==> src/rtl/pfc_defs.svh <==
// constants of the repair header codec: offsets, fields, codes and counts
`ifndef PFC_DEFS_SVH
`define PFC_DEFS_SVH
`define PFC_A_CTRL 8'h00
`define PFC_A_TOP 8'h04
`define PFC_A_RATE 8'h08
`define PFC_A_SPAN 8'h0C
`define PFC_A_DIMS 8'h10
`define PFC_A_HDR 8'h14
`define PFC_A_TS 8'h18
`define PFC_A_SSRC 8'h1C
`define PFC_A_BLK 8'h20
`define PFC_A_STAT 8'h24
`define PFC_A_RXW0 8'h28
`define PFC_A_RXW1 8'h2C
`define PFC_A_RXW2 8'h30
`define PFC_A_SCHED 8'h34
`define PFC_C_START 0
`define PFC_C_RETX 1
`define PFC_C_CLR 2
`define PFC_HF_RF 31:30
`define PFC_HF_FLAGS 29:16
`define PFC_HF_SW 29:0
`define PFC_BF_BASE 31:16
`define PFC_BF_LD 15:0
`define PFC_BF_L 15:8
`define PFC_BF_D 7:0
`define PFC_TOP_F 3:0
`define PFC_VER_MASK 2'h0
`define PFC_VER_GRID 2'h1
`define PFC_VER_RETX 2'h2
`define PFC_VER_BAD 2'h3
`define PFC_VER_RTP 2'h2
`define PFC_TOP_INTL 2'h0
`define PFC_TOP_NONINTL 2'h1
`define PFC_TOP_TWOD 2'h2
`define PFC_TOP_RETX 2'h3
`define PFC_RATE_MIN 32'h000003E8
`define PFC_LAST_BYTE 4'hB
`define PFC_RX_SAT 6'h3F
`define PFC_RX_W0 4'h0
`define PFC_RX_W1 4'h1
`define PFC_RX_W2 4'h2
`define PFC_LD_W 8
`define PFC_SEQ_ZERO 16'h0000
`define PFC_ADDR_HI 31:8
`define PFC_ADDR_LO 7:0
`endif

==> src/rtl/pfc_pkg.sv <==
// types shared by the repair header codec modules
`include "pfc_defs.svh"
package pfc_pkg;
  typedef logic [`PFC_LD_W-1:0] pfc_dim_t;
  typedef enum logic [1:0] {ST_IDLE, ST_SKIP, ST_HDR, ST_PAY} pfc_state_t;
  typedef enum logic [1:0] {GM_NONE, GM_ROW, GM_ROWCOL, GM_COL} pfc_mode_t;
endpackage : pfc_pkg

==> src/rtl/pfc_grid_if.sv <==
// grid dimension signals between the codec and its grid planner
`timescale 1ns/1ps
interface pfc_grid_if import pfc_pkg::*; ();
  pfc_dim_t hdr_l;
  pfc_dim_t hdr_d;
  pfc_dim_t cfg_l;
  pfc_dim_t cfg_d;
  pfc_dim_t eff_l;
  pfc_dim_t col_span;
  pfc_dim_t n_rows;
  pfc_dim_t n_cols;
  pfc_mode_t mode;
  logic [1:0] top_kind;
  modport plan (input hdr_l, input hdr_d, input cfg_l, input cfg_d,
    output eff_l, output col_span, output n_rows, output n_cols, output mode, output top_kind);
  modport user (output hdr_l, output hdr_d, output cfg_l, output cfg_d,
    input eff_l, input col_span, input n_rows, input n_cols, input mode, input top_kind);
endinterface : pfc_grid_if

==> src/rtl/pfc_codec.sv <==
// repair header codec: header builder, header parser and AHB-Lite registers
//
// Notes on behaviour
// - grid variant carries columns and rows
// - one base/columns/rows block per stream
// - both zero: use session columns, rows
// - zero rows means row repairs only
// - one row: row and column repairs
// - all row repairs before any column
// - more rows: column repairs only
// - retransmit variant resends one source packet
// - source sequence replaces length field
// - source stream id inside the header
// - one repair stream serves many sources
// - drop source 12 bytes, prepend header
// - retransmit header laid out as RTP
// - protection type codes; reject multiple
// - session columns and rows positive, shared
// - repair span held in microseconds
// - never send both flags; drop them
// - recovery fields rebuild recovered header
// - base is lowest sequence, wrapping
`timescale 1ns/1ps
module pfc_codec import pfc_pkg::*; (
  // clock and reset
  input wire logic clk_i,
  input wire logic rst_i,
  // AHB-Lite slave
  input wire logic hsel_i,
  input wire logic [31:0] haddr_i,
  input wire logic [1:0] htrans_i,
  input wire logic hwrite_i,
  input wire logic [2:0] hsize_i,
  input wire logic [31:0] hwdata_i,
  input wire logic hready_i,
  output logic [31:0] hrdata_o,
  output logic hreadyout_o,
  output logic hresp_o,
  // source packet bytes for retransmission
  input wire logic [7:0] src_data_i,
  input wire logic src_valid_i,
  input wire logic src_last_i,
  output logic src_ready_o,
  // repair packet bytes out
  output logic [7:0] tx_data_o,
  output logic tx_valid_o,
  output logic tx_last_o,
  input wire logic tx_ready_i,
  // repair header bytes in
  input wire logic [7:0] rx_data_i,
  input wire logic rx_valid_i,
  input wire logic rx_last_i,
  output logic rx_ready_o,
  // first word of a recovered packet
  output logic [31:0] rec_word_o
);
  pfc_grid_if gi ();
  pfc_grid_plan u_plan (
    .clk_i(clk_i),
    .rst_i(rst_i),
    .gp(gi.plan)
  );

  logic a_wr;
  logic a_rd;
  logic a_hit;
  logic [7:0] a_addr;
  logic [3:0] top_list;
  logic [31:0] rate;
  logic [31:0] span;
  pfc_dim_t cfg_l;
  pfc_dim_t cfg_d;
  logic [29:0] hdr;
  logic [31:0] ts;
  logic [31:0] ssrc;
  logic [31:0] blk;
  logic refused;
  pfc_state_t st;
  logic is_retx;
  logic src_done;
  logic [3:0] cnt;
  logic [95:0] sh;
  logic in_cols;
  pfc_dim_t grp_idx;
  logic [15:0] grp_off;
  logic [31:0] rx_sh;
  logic [5:0] rx_cnt;
  logic rx_drop;
  logic [1:0] rx_kind;
  logic rx_mask_seen;
  logic [31:0] rx_w0;
  logic [31:0] rx_w1;
  logic [31:0] rx_w2;
  logic [7:0] rx_bad_cnt;
  logic [7:0] rx_frames;
  logic [3:0] rx_blocks;

  logic accept;
  logic wr_ctrl;
  logic sched_rst;
  logic top_multi;
  logic cfg_ok;
  logic rate_ok;
  logic start;
  logic start_ok;
  logic take;
  logic tx_free;
  logic hdr_load;
  logic hdr_end;
  logic cur_col;
  logic [15:0] grp_base;
  logic next_src_ready;
  logic rx_take;
  logic word_done;
  logic [31:0] wd;
  logic [3:0] widx;
  logic drop_now;
  logic [31:0] rd_mux;

  assign gi.hdr_l = blk[`PFC_BF_L];
  assign gi.hdr_d = blk[`PFC_BF_D];
  assign gi.cfg_l = cfg_l;
  assign gi.cfg_d = cfg_d;

  // bus slave
  assign accept = hsel_i && hready_i && htrans_i[1];
  always_ff @(posedge clk_i) begin
    if (rst_i) begin
      a_wr <= 1'b0;
      a_rd <= 1'b0;
      a_hit <= 1'b0;
      a_addr <= '0;
      hreadyout_o <= 1'b1;
      hresp_o <= 1'b0;
      hrdata_o <= '0;
    end else begin
      a_wr <= accept && hwrite_i;
      a_rd <= accept && !hwrite_i;
      if (accept) begin
        a_addr <= haddr_i[`PFC_ADDR_LO];
        a_hit <= haddr_i[`PFC_ADDR_HI] == '0;
      end
      hreadyout_o <= a_rd || !(accept && !hwrite_i);
      if (a_rd) begin
        hrdata_o <= a_hit ? rd_mux : '0;
      end
    end
  end

  assign wr_ctrl = a_wr && a_hit && a_addr == `PFC_A_CTRL;
  assign sched_rst = a_wr && a_hit && (a_addr == `PFC_A_BLK || a_addr == `PFC_A_DIMS);

  // configuration registers
  always_ff @(posedge clk_i) begin
    if (rst_i) begin
      top_list <= '0;
      rate <= '0;
      span <= '0;
      cfg_l <= '0;
      cfg_d <= '0;
      hdr <= '0;
      ts <= '0;
      ssrc <= '0;
      blk <= '0;
    end else if (a_wr && a_hit) begin
      unique case (a_addr)
        `PFC_A_TOP: top_list <= hwdata_i[`PFC_TOP_F];
        `PFC_A_RATE: rate <= hwdata_i;
        `PFC_A_SPAN: span <= hwdata_i;
        `PFC_A_DIMS: begin
          cfg_l <= hwdata_i[`PFC_BF_L];
          cfg_d <= hwdata_i[`PFC_BF_D];
        end
        `PFC_A_HDR: hdr <= hwdata_i[`PFC_HF_SW];
        `PFC_A_TS: ts <= hwdata_i;
        `PFC_A_SSRC: ssrc <= hwdata_i;
        `PFC_A_BLK: blk <= hwdata_i;
        default: ;
      endcase
    end
  end

  assign top_multi = (top_list & (top_list - 4'h1)) != '0;
  assign cfg_ok = !top_multi && cfg_l != '0 && cfg_d != '0;
  assign rate_ok = rate > `PFC_RATE_MIN;

  assign start = wr_ctrl && hwdata_i[`PFC_C_START] && st == ST_IDLE;
  always_comb begin
    if (hwdata_i[`PFC_C_RETX]) begin
      start_ok = !top_multi && (top_list == '0 || top_list[`PFC_TOP_RETX]);
    end else begin
      start_ok = cfg_ok && gi.mode != GM_NONE
        && (top_list == '0 || top_list[gi.top_kind]);
    end
  end

  // refused start flag, a new refusal wins over the clear
  always_ff @(posedge clk_i) begin
    if (rst_i) begin
      refused <= 1'b0;
    end else if ((wr_ctrl && hwdata_i[`PFC_C_START] && st != ST_IDLE) || (start && !start_ok)) begin
      refused <= 1'b1;
    end else if (wr_ctrl && hwdata_i[`PFC_C_CLR]) begin
      refused <= 1'b0;
    end
  end

  // builder
  assign tx_free = !tx_valid_o || tx_ready_i;
  assign take = src_valid_i && src_ready_o;
  assign hdr_load = st == ST_HDR && tx_free;
  assign hdr_end = hdr_load && cnt == `PFC_LAST_BYTE;
  assign cur_col = in_cols || gi.n_rows == '0;
  // lowest sequence with 16 bit wrap
  assign grp_base = blk[`PFC_BF_BASE] + grp_off;

  always_ff @(posedge clk_i) begin
    if (rst_i) begin
      st <= ST_IDLE;
      is_retx <= 1'b0;
      src_done <= 1'b0;
      cnt <= '0;
      sh <= '0;
    end else begin
      unique case (st)
        ST_IDLE: begin
          cnt <= '0;
          src_done <= 1'b0;
          if (start && start_ok) begin
            is_retx <= hwdata_i[`PFC_C_RETX];
            if (hwdata_i[`PFC_C_RETX]) begin
              // sequence in length place, source id in header
              sh <= {`PFC_VER_RETX, hdr[`PFC_HF_FLAGS], blk[`PFC_BF_BASE], ts, ssrc};
              st <= ST_SKIP;
            end else begin
              // columns and rows replace the mask
              sh <= {`PFC_VER_GRID, hdr, ts, grp_base, blk[`PFC_BF_LD]};
              st <= ST_HDR;
            end
          end
        end
        ST_SKIP: begin
          if (take) begin
            cnt <= cnt + 4'h1;
            if (cnt == `PFC_LAST_BYTE) begin
              cnt <= '0;
              src_done <= src_last_i;
              st <= ST_HDR;
            end else if (src_last_i) begin
              cnt <= '0;
              src_done <= 1'b1;
              st <= ST_HDR;
            end
          end
        end
        ST_HDR: begin
          if (hdr_load) begin
            sh <= {sh[87:0], 8'h00};
            cnt <= cnt + 4'h1;
            if (hdr_end) begin
              st <= (is_retx && !src_done) ? ST_PAY : ST_IDLE;
            end
          end
        end
        ST_PAY: begin
          if (take && src_last_i) begin
            st <= ST_IDLE;
          end
        end
      endcase
    end
  end

  // byte output register
  always_ff @(posedge clk_i) begin
    if (rst_i) begin
      tx_valid_o <= 1'b0;
      tx_last_o <= 1'b0;
      tx_data_o <= '0;
    end else if (hdr_load) begin
      tx_valid_o <= 1'b1;
      tx_data_o <= sh[95:88];
      tx_last_o <= hdr_end && (!is_retx || src_done);
    end else if (st == ST_PAY && take) begin
      tx_valid_o <= 1'b1;
      tx_data_o <= src_data_i;
      tx_last_o <= src_last_i;
    end else if (tx_ready_i) begin
      tx_valid_o <= 1'b0;
    end
  end

  // source ready is raised in ST_SKIP, and in ST_PAY only while the output register can take a byte
  assign next_src_ready = !take && (st == ST_SKIP || (st == ST_PAY && tx_free));
  always_ff @(posedge clk_i) begin
    if (rst_i) begin
      src_ready_o <= 1'b0;
    end else begin
      src_ready_o <= next_src_ready;
    end
  end

  // repair schedule of the grid variant
  always_ff @(posedge clk_i) begin
    if (rst_i || sched_rst) begin
      in_cols <= 1'b0;
      grp_idx <= '0;
      grp_off <= '0;
    end else if (hdr_end && !is_retx) begin
      if (!cur_col) begin
        if (pfc_dim_t'(grp_idx + 1'b1) < gi.n_rows) begin
          grp_idx <= grp_idx + 1'b1;
          grp_off <= grp_off + 16'(gi.eff_l);
        end else begin
          // columns only after the last row
          in_cols <= gi.n_cols != '0;
          grp_idx <= '0;
          grp_off <= '0;
        end
      end else if (pfc_dim_t'(grp_idx + 1'b1) < gi.n_cols) begin
        grp_idx <= grp_idx + 1'b1;
        grp_off <= grp_off + 16'h0001;
      end else begin
        in_cols <= 1'b0;
        grp_idx <= '0;
        grp_off <= '0;
      end
    end
  end

  // parser
  assign rx_take = rx_valid_i && rx_ready_o;
  assign word_done = rx_take && rx_cnt[1:0] == 2'h3;
  assign wd = {rx_sh[23:0], rx_data_i};
  assign widx = rx_cnt[5:2];
  assign drop_now = (word_done && widx == `PFC_RX_W0) ? wd[`PFC_HF_RF] == `PFC_VER_BAD : rx_drop;

  always_ff @(posedge clk_i) begin
    if (rst_i) begin
      rx_ready_o <= 1'b0;
      rx_sh <= '0;
      rx_cnt <= '0;
      rx_drop <= 1'b0;
      rx_kind <= `PFC_VER_MASK;
      rx_mask_seen <= 1'b0;
      rx_w0 <= '0;
      rx_w1 <= '0;
      rx_w2 <= '0;
      rx_bad_cnt <= '0;
      rx_frames <= '0;
      rx_blocks <= '0;
      rec_word_o <= '0;
    end else begin
      rx_ready_o <= 1'b1;
      if (rx_take) begin
        rx_sh <= wd;
        if (rx_last_i) begin
          rx_cnt <= '0;
        end else if (rx_cnt != `PFC_RX_SAT) begin
          rx_cnt <= rx_cnt + 6'h01;
        end
        if (word_done && !drop_now) begin
          if (widx == `PFC_RX_W0) begin
            rx_w0 <= wd;
            rx_kind <= wd[`PFC_HF_RF];
            rx_mask_seen <= rx_mask_seen || wd[`PFC_HF_RF] == `PFC_VER_MASK;
            if (wd[`PFC_HF_RF] != `PFC_VER_RETX) begin
              rec_word_o <= {`PFC_VER_RTP, wd[`PFC_HF_FLAGS], `PFC_SEQ_ZERO};
            end
          end else if (widx == `PFC_RX_W1) begin
            rx_w1 <= wd;
          end else if (widx == `PFC_RX_W2) begin
            rx_w2 <= wd;
            rx_blocks <= 4'h1;
          end else if (rx_kind == `PFC_VER_GRID && rx_blocks != 4'hF) begin
            rx_blocks <= rx_blocks + 4'h1;
          end
        end
        if (rx_last_i) begin
          rx_drop <= 1'b0;
          if (drop_now) begin
            rx_bad_cnt <= rx_bad_cnt + 8'h01;
          end else begin
            rx_frames <= rx_frames + 8'h01;
          end
        end else begin
          rx_drop <= drop_now;
        end
      end
    end
  end

  // read multiplexer
  always_comb begin
    rd_mux = '0;
    unique case (a_addr)
      `PFC_A_TOP: rd_mux = {28'h0000000, top_list};
      `PFC_A_RATE: rd_mux = rate;
      `PFC_A_SPAN: rd_mux = span;
      `PFC_A_DIMS: rd_mux = {16'h0000, cfg_l, cfg_d};
      `PFC_A_HDR: rd_mux = {2'h0, hdr};
      `PFC_A_TS: rd_mux = ts;
      // one repair stream id for all sources
      `PFC_A_SSRC: rd_mux = ssrc;
      `PFC_A_BLK: rd_mux = blk;
      `PFC_A_STAT: rd_mux = {2'h0, gi.mode, rx_blocks, rx_frames, rx_bad_cnt, rx_kind,
        rx_mask_seen, rate_ok, cfg_ok, top_multi, refused, st != ST_IDLE};
      `PFC_A_RXW0: rd_mux = rx_w0;
      `PFC_A_RXW1: rd_mux = rx_w1;
      `PFC_A_RXW2: rd_mux = rx_w2;
      `PFC_A_SCHED: rd_mux = {7'h00, cur_col, grp_idx, grp_base};
      default: rd_mux = '0;
    endcase
  end
endmodule : pfc_codec

==> src/rtl/pfc_grid_plan.sv <==
// grid planner: effective columns and rows and the resulting repair mode
`timescale 1ns/1ps
module pfc_grid_plan import pfc_pkg::*; (
  // clock and reset
  input wire logic clk_i,
  input wire logic rst_i,
  // dimensions in and plan out
  pfc_grid_if.plan gp
);
  pfc_dim_t next_l;
  pfc_dim_t next_d;
  pfc_mode_t next_mode;

  always_comb begin
    if (gp.hdr_l == '0 && gp.hdr_d == '0) begin
      next_l = gp.cfg_l;
      next_d = gp.cfg_d;
    end else begin
      next_l = gp.hdr_l;
      next_d = gp.hdr_d;
    end
    if (next_l == '0) begin
      next_mode = GM_NONE;
    end else if (next_d == '0) begin
      next_mode = GM_ROW;
    end else if (next_d == pfc_dim_t'(1)) begin
      next_mode = GM_ROWCOL;
    end else begin
      next_mode = GM_COL;
    end
  end

  always_ff @(posedge clk_i) begin
    if (rst_i) begin
      gp.eff_l <= '0;
      gp.col_span <= '0;
      gp.n_rows <= '0;
      gp.n_cols <= '0;
      gp.mode <= GM_NONE;
      gp.top_kind <= `PFC_TOP_NONINTL;
    end else begin
      gp.eff_l <= next_l;
      gp.mode <= next_mode;
      gp.n_rows <= (next_mode == GM_ROW || next_mode == GM_ROWCOL) ? gp.cfg_d : '0;
      gp.n_cols <= (next_mode == GM_ROWCOL || next_mode == GM_COL) ? next_l : '0;
      gp.col_span <= (next_mode == GM_COL) ? next_d : gp.cfg_d;
      unique case (next_mode)
        GM_COL: gp.top_kind <= `PFC_TOP_INTL;
        GM_ROWCOL: gp.top_kind <= `PFC_TOP_TWOD;
        GM_ROW, GM_NONE: gp.top_kind <= `PFC_TOP_NONINTL;
      endcase
    end
  end
endmodule : pfc_grid_plan

==> config.mk <==
export PLATFORM = sky130hd
export DESIGN_NAME = pfc_codec
export DESIGN_NICKNAME = d
export VERILOG_FILES = /design/src/rtl/pfc_pkg.sv /design/src/rtl/pfc_grid_if.sv /design/src/rtl/pfc_codec.sv /design/src/rtl/pfc_grid_plan.sv
export VERILOG_INCLUDE_DIRS = /design/src /design/src/rtl
export SDC_FILE = /design/constraint.sdc
export NUM_CORES = 1
export LEC_CHECK = 0
export BUFFER_PORTS_ARGS = -buffer_cell sky130_fd_sc_hd__buf_4
export CAP_MARGIN = 30
export CELL_PAD_IN_SITES_DETAIL_PLACEMENT = 1
export CELL_PAD_IN_SITES_GLOBAL_PLACEMENT = 1
export CORE_UTILIZATION = 35
export CTS_BUF_LIST = sky130_fd_sc_hd__clkbuf_4 sky130_fd_sc_hd__clkbuf_8
export DETAILED_ROUTE_END_ITERATION = 12
export GPL_TIMING_DRIVEN = 0
export HOLD_SLACK_MARGIN = 0.06
export PLACE_DENSITY = 0.61
export SLEW_MARGIN = 0
export SYNTH_ARGS = -nofsm -noshare
export SYNTH_HDL_FRONTEND = slang
export SYNTH_HIERARCHICAL = 1
export SYNTH_SLANG_ARGS = --single-unit
==> constraint.sdc <==
create_clock -name clk_i -period 3.22 [get_ports clk_i]
set_input_delay 0.483 -clock clk_i [delete_from_list [all_inputs] [get_ports clk_i]]
set_output_delay 0.483 -clock clk_i [all_outputs]
set_load 0.01 [all_outputs]
==> summary.txt <==
Hold path
  – Worst hold path class: primary input to register

STA
  – Setup ws final: -0.03415 ns
  – Finish-stage setup viols: 1
  – Tmin final: ~3.3 ns
  – Max Clk Rate: between 300 and 400 MHz
  – Clk_skew: 0.04446 ns
  – Relative slew margins: 0.2567
  – Final hold viol count: 0
  – Final slew viol count: 0
  – Pin slew with the least headroom to its limit: around 1.1 ns
  – Fin crit share: 1.011

Floorplan
  – Initial Util: 0.3549
  – Ports: about 170
  – Die Ht: around 280 µm
  – Die width: about 280 µm
  – DIE AREA: approximately 80000 µm²
  – Placeable Area: between 70000 and 80000 µm²
  – Row Count: 102

Global route
  – First-pass GRT wire length: 219.9 mm
  – GRT overflow: 0
  – Number of global-route vias before repair: a little under 30000
  – Largest net degree at the start of global routing: 16
  – Tot GR Track Use: 0.3936
  – Initial antenna violation count: 12

Power
  – Power Density: slightly below 500 nW/µm²
  – Leakage dissipation: 11.57 nW
  – Worst IR Drop VDD: between 300 and 400 µV

Logic synthesis
  – Post-synthesis cell area: around 28000 µm²
  – Syn. warnings: 6
  – Syn avg cell area: a little under 8 µm²
  – Synthesized instance count: 3507

Final layout
  – Final instance area: between 30000 and 40000 µm²
  – Ratio of cells with drive above 1 in the final layout: 0.1478
  – Final cell count without fillers: 4977
  – Synth-to-Final Area Change: 21.21%
  – # nets final: ~4000

CTS
  – TritonCTS clock tree: done
  – Root Buffer: clkbuf_8
  – H-tree depth: 3
  – Clk slew on worst S/H paths: 0.07 ns
  – Sink Count: 587
  – Clk_lat worst skew: roughly 0.76 ns
  – CTS Buffer Depth: 3
  – Total CTS buffers: roughly 100

Job
  – Maxcap violations: 0

Critical path
  – Crit path from: a_addr[4]
  – Crit path kind: register to register
  – Startpoint types: register
  – CP max FO: 10
  – Critical Path End: hrdata_o[18]
  – Reg2reg setup slack: -0.03 ns
  – Slowest stage cell, crit path: or4b_1
  – R2r worst-path depth: 7
  – Worst reg2reg path startpoint: a_addr[4]
  – WP data required: between 3 and 4 ns
  – Largest stage delay on the critical path: 0.69 ns
  – Crit path arrival time: 3.84 ns
  – RR Endpoint: hrdata_o[18]
  – CP Cell Sequence: buf_2 -> or4b_1 -> nor2_2 -> a22oi_1 -> o22ai_1 -> a211oi_1 -> o21ai_0
  – CP endpoint kind: register

Routing
  – Starting DRT DRC Count: between 2000 and 3000
  – Drc violations: 0
  – Vias: 29410
  – ANT nets after route: 0
  – Via density: just under 6
  – WL/cell: around 32 µm
  – Final WL: around 160 mm
  – DR pass1 iterations: 5

Placed design
  – DP Cell Count: 4745
  – DP Area: around 30000 µm²
  – Port Buf Inserts: between 100 and 150
  – Post-DP HPWL: ~130 mm
  – Gpl congestion: 1.014

Outcome
  – Status: finished, violations left
  – Failing checks: negative setup slack
[metal layers]
layer | up-vias | GRT usage | part of all wire
met5 | - | 0 | 0.00031
met4 | 8 | 0.2356 | 0.063
met3 | 373 | 0.08225 | 0.077
met2 | 1313 | 0.6245 | 0.45
met1 | 14740 | 0.4907 | 0.41
li1 | 12970 | - | -
[layout by cell type, fill, tap and decap left out, drive strengths merged, types with 7 or more instances in the layout]
cell type    instances
nand3               47
a221oi              12
nor4b                8
conb                18
xor2                23
nand2              920
ha                  48
dlygate4sd3         41
a31oi               20
and3                23
and2                10
o22ai               26
buf                292
a211oi              76
o21ai              130
o211ai              12
diode                7
mux2i              134
nor4                40
clkinv               9
nand4               19
nor2               219
a21o                10
or2                  7
a22oi               76
mux2                20
or3                 11
nor3                56
clkbuf             327
nor2b                9
a22o                10
xnor2               23
mux4                10
a21oi              497
or4                  9
nor3b               10
inv                 39
dfxtp              587
[where the power goes]
group          internal, mW  total, mW  switching (mW)
registers              7.44       7.57           0.133
clock network          3.89       7.23            3.34
logic                 0.495       1.58            1.09
[worst min path at each step]
| stage | from | to | slack [ns] | depth (start not counted) |
|---|---|---|---|---|
| after detailed placement | sh[22] | sh[22] | 0.45 | 2 |
| final | hwdata_i[7] | ts[7] | 0.08 | 3 |
| after global routing | hwdata_i[18] | ssrc[18] | 0.08 | 3 |
| after floorplan | sh[25] | sh[25] | 0.43 | 2 |
| after global placement | span[5] | span[5] | 0.44 | 2 |
| after CTS | hwdata_i[8] | blk[8] | 0.06 | 3 |
[worst max-delay path: cells and delay by family, from the launching register on]
family | cells | cell delay (ns)
and+or+nand+nor | 2 | 1.00
DFF | 1 | 0.31
AOI/OAI and AO/OA | 4 | 1.51
buffers and inverters | 1 | 0.25
[cell type report]
cell class / count / area (µm²)
Tap cell: 1040 / 1301
Buffer: 264 / 1236
Antenna cell: 7 / 17.52
Timing Repair Buffer: 239 / 2064
Inverter: 35 / 131.4
Clock buffer: 158 / 1937
Fill cell: 9390 / 44290
Clock inverter: 14 / 135.1
Sequential cell: 587 / 11780
Multi-Input combinational cell: 2633 / 14840
[sequential cells by signal, indices dropped and copies added (netlist names), 15 cells and up]
name	flops
rec_word_o	15
blk	32
ssrc	32
grp_off	16
rx_w1	32
hrdata_o	32
sh	96
rx_w0	30
span	32
rx_w2	32
ts	32
rx_sh	24
hdr	30
rate	32
[metrics by stage]
step / hold slack [ns] / setup slack [ns] / power (mW) / util / TNS, ns
floorplan: 0.4316 / 0.3402 / 8.468 / - / 0
global placement: 0.4411 / -1.629 / 9.145 / 0.3866 / -196.40
detailed placement: 0.4474 / -0.9463 / 9.224 / 0.3923 / -52.47
CTS: 0.06028 / 0.02330 / 16.45 / 0.4278 / 0
global route: 0.07776 / -0.04219 / 16.86 / 0.4300 / -0.3136
finish: 0.08336 / -0.03415 / 16.38 / 0.4302 / -0.03415
[timing repair]
action / CTS / global route
hold buffers: 41 / 0
setup buffers: 9 / 5
pin swaps: 4 / 11
endpoints found under the hold margin: 123 / 0
resized for setup: 68 / 36
cloned: 0 / 0
setup endpoints to repair: 278 / 180
Power figures use the tool's default switching activity.
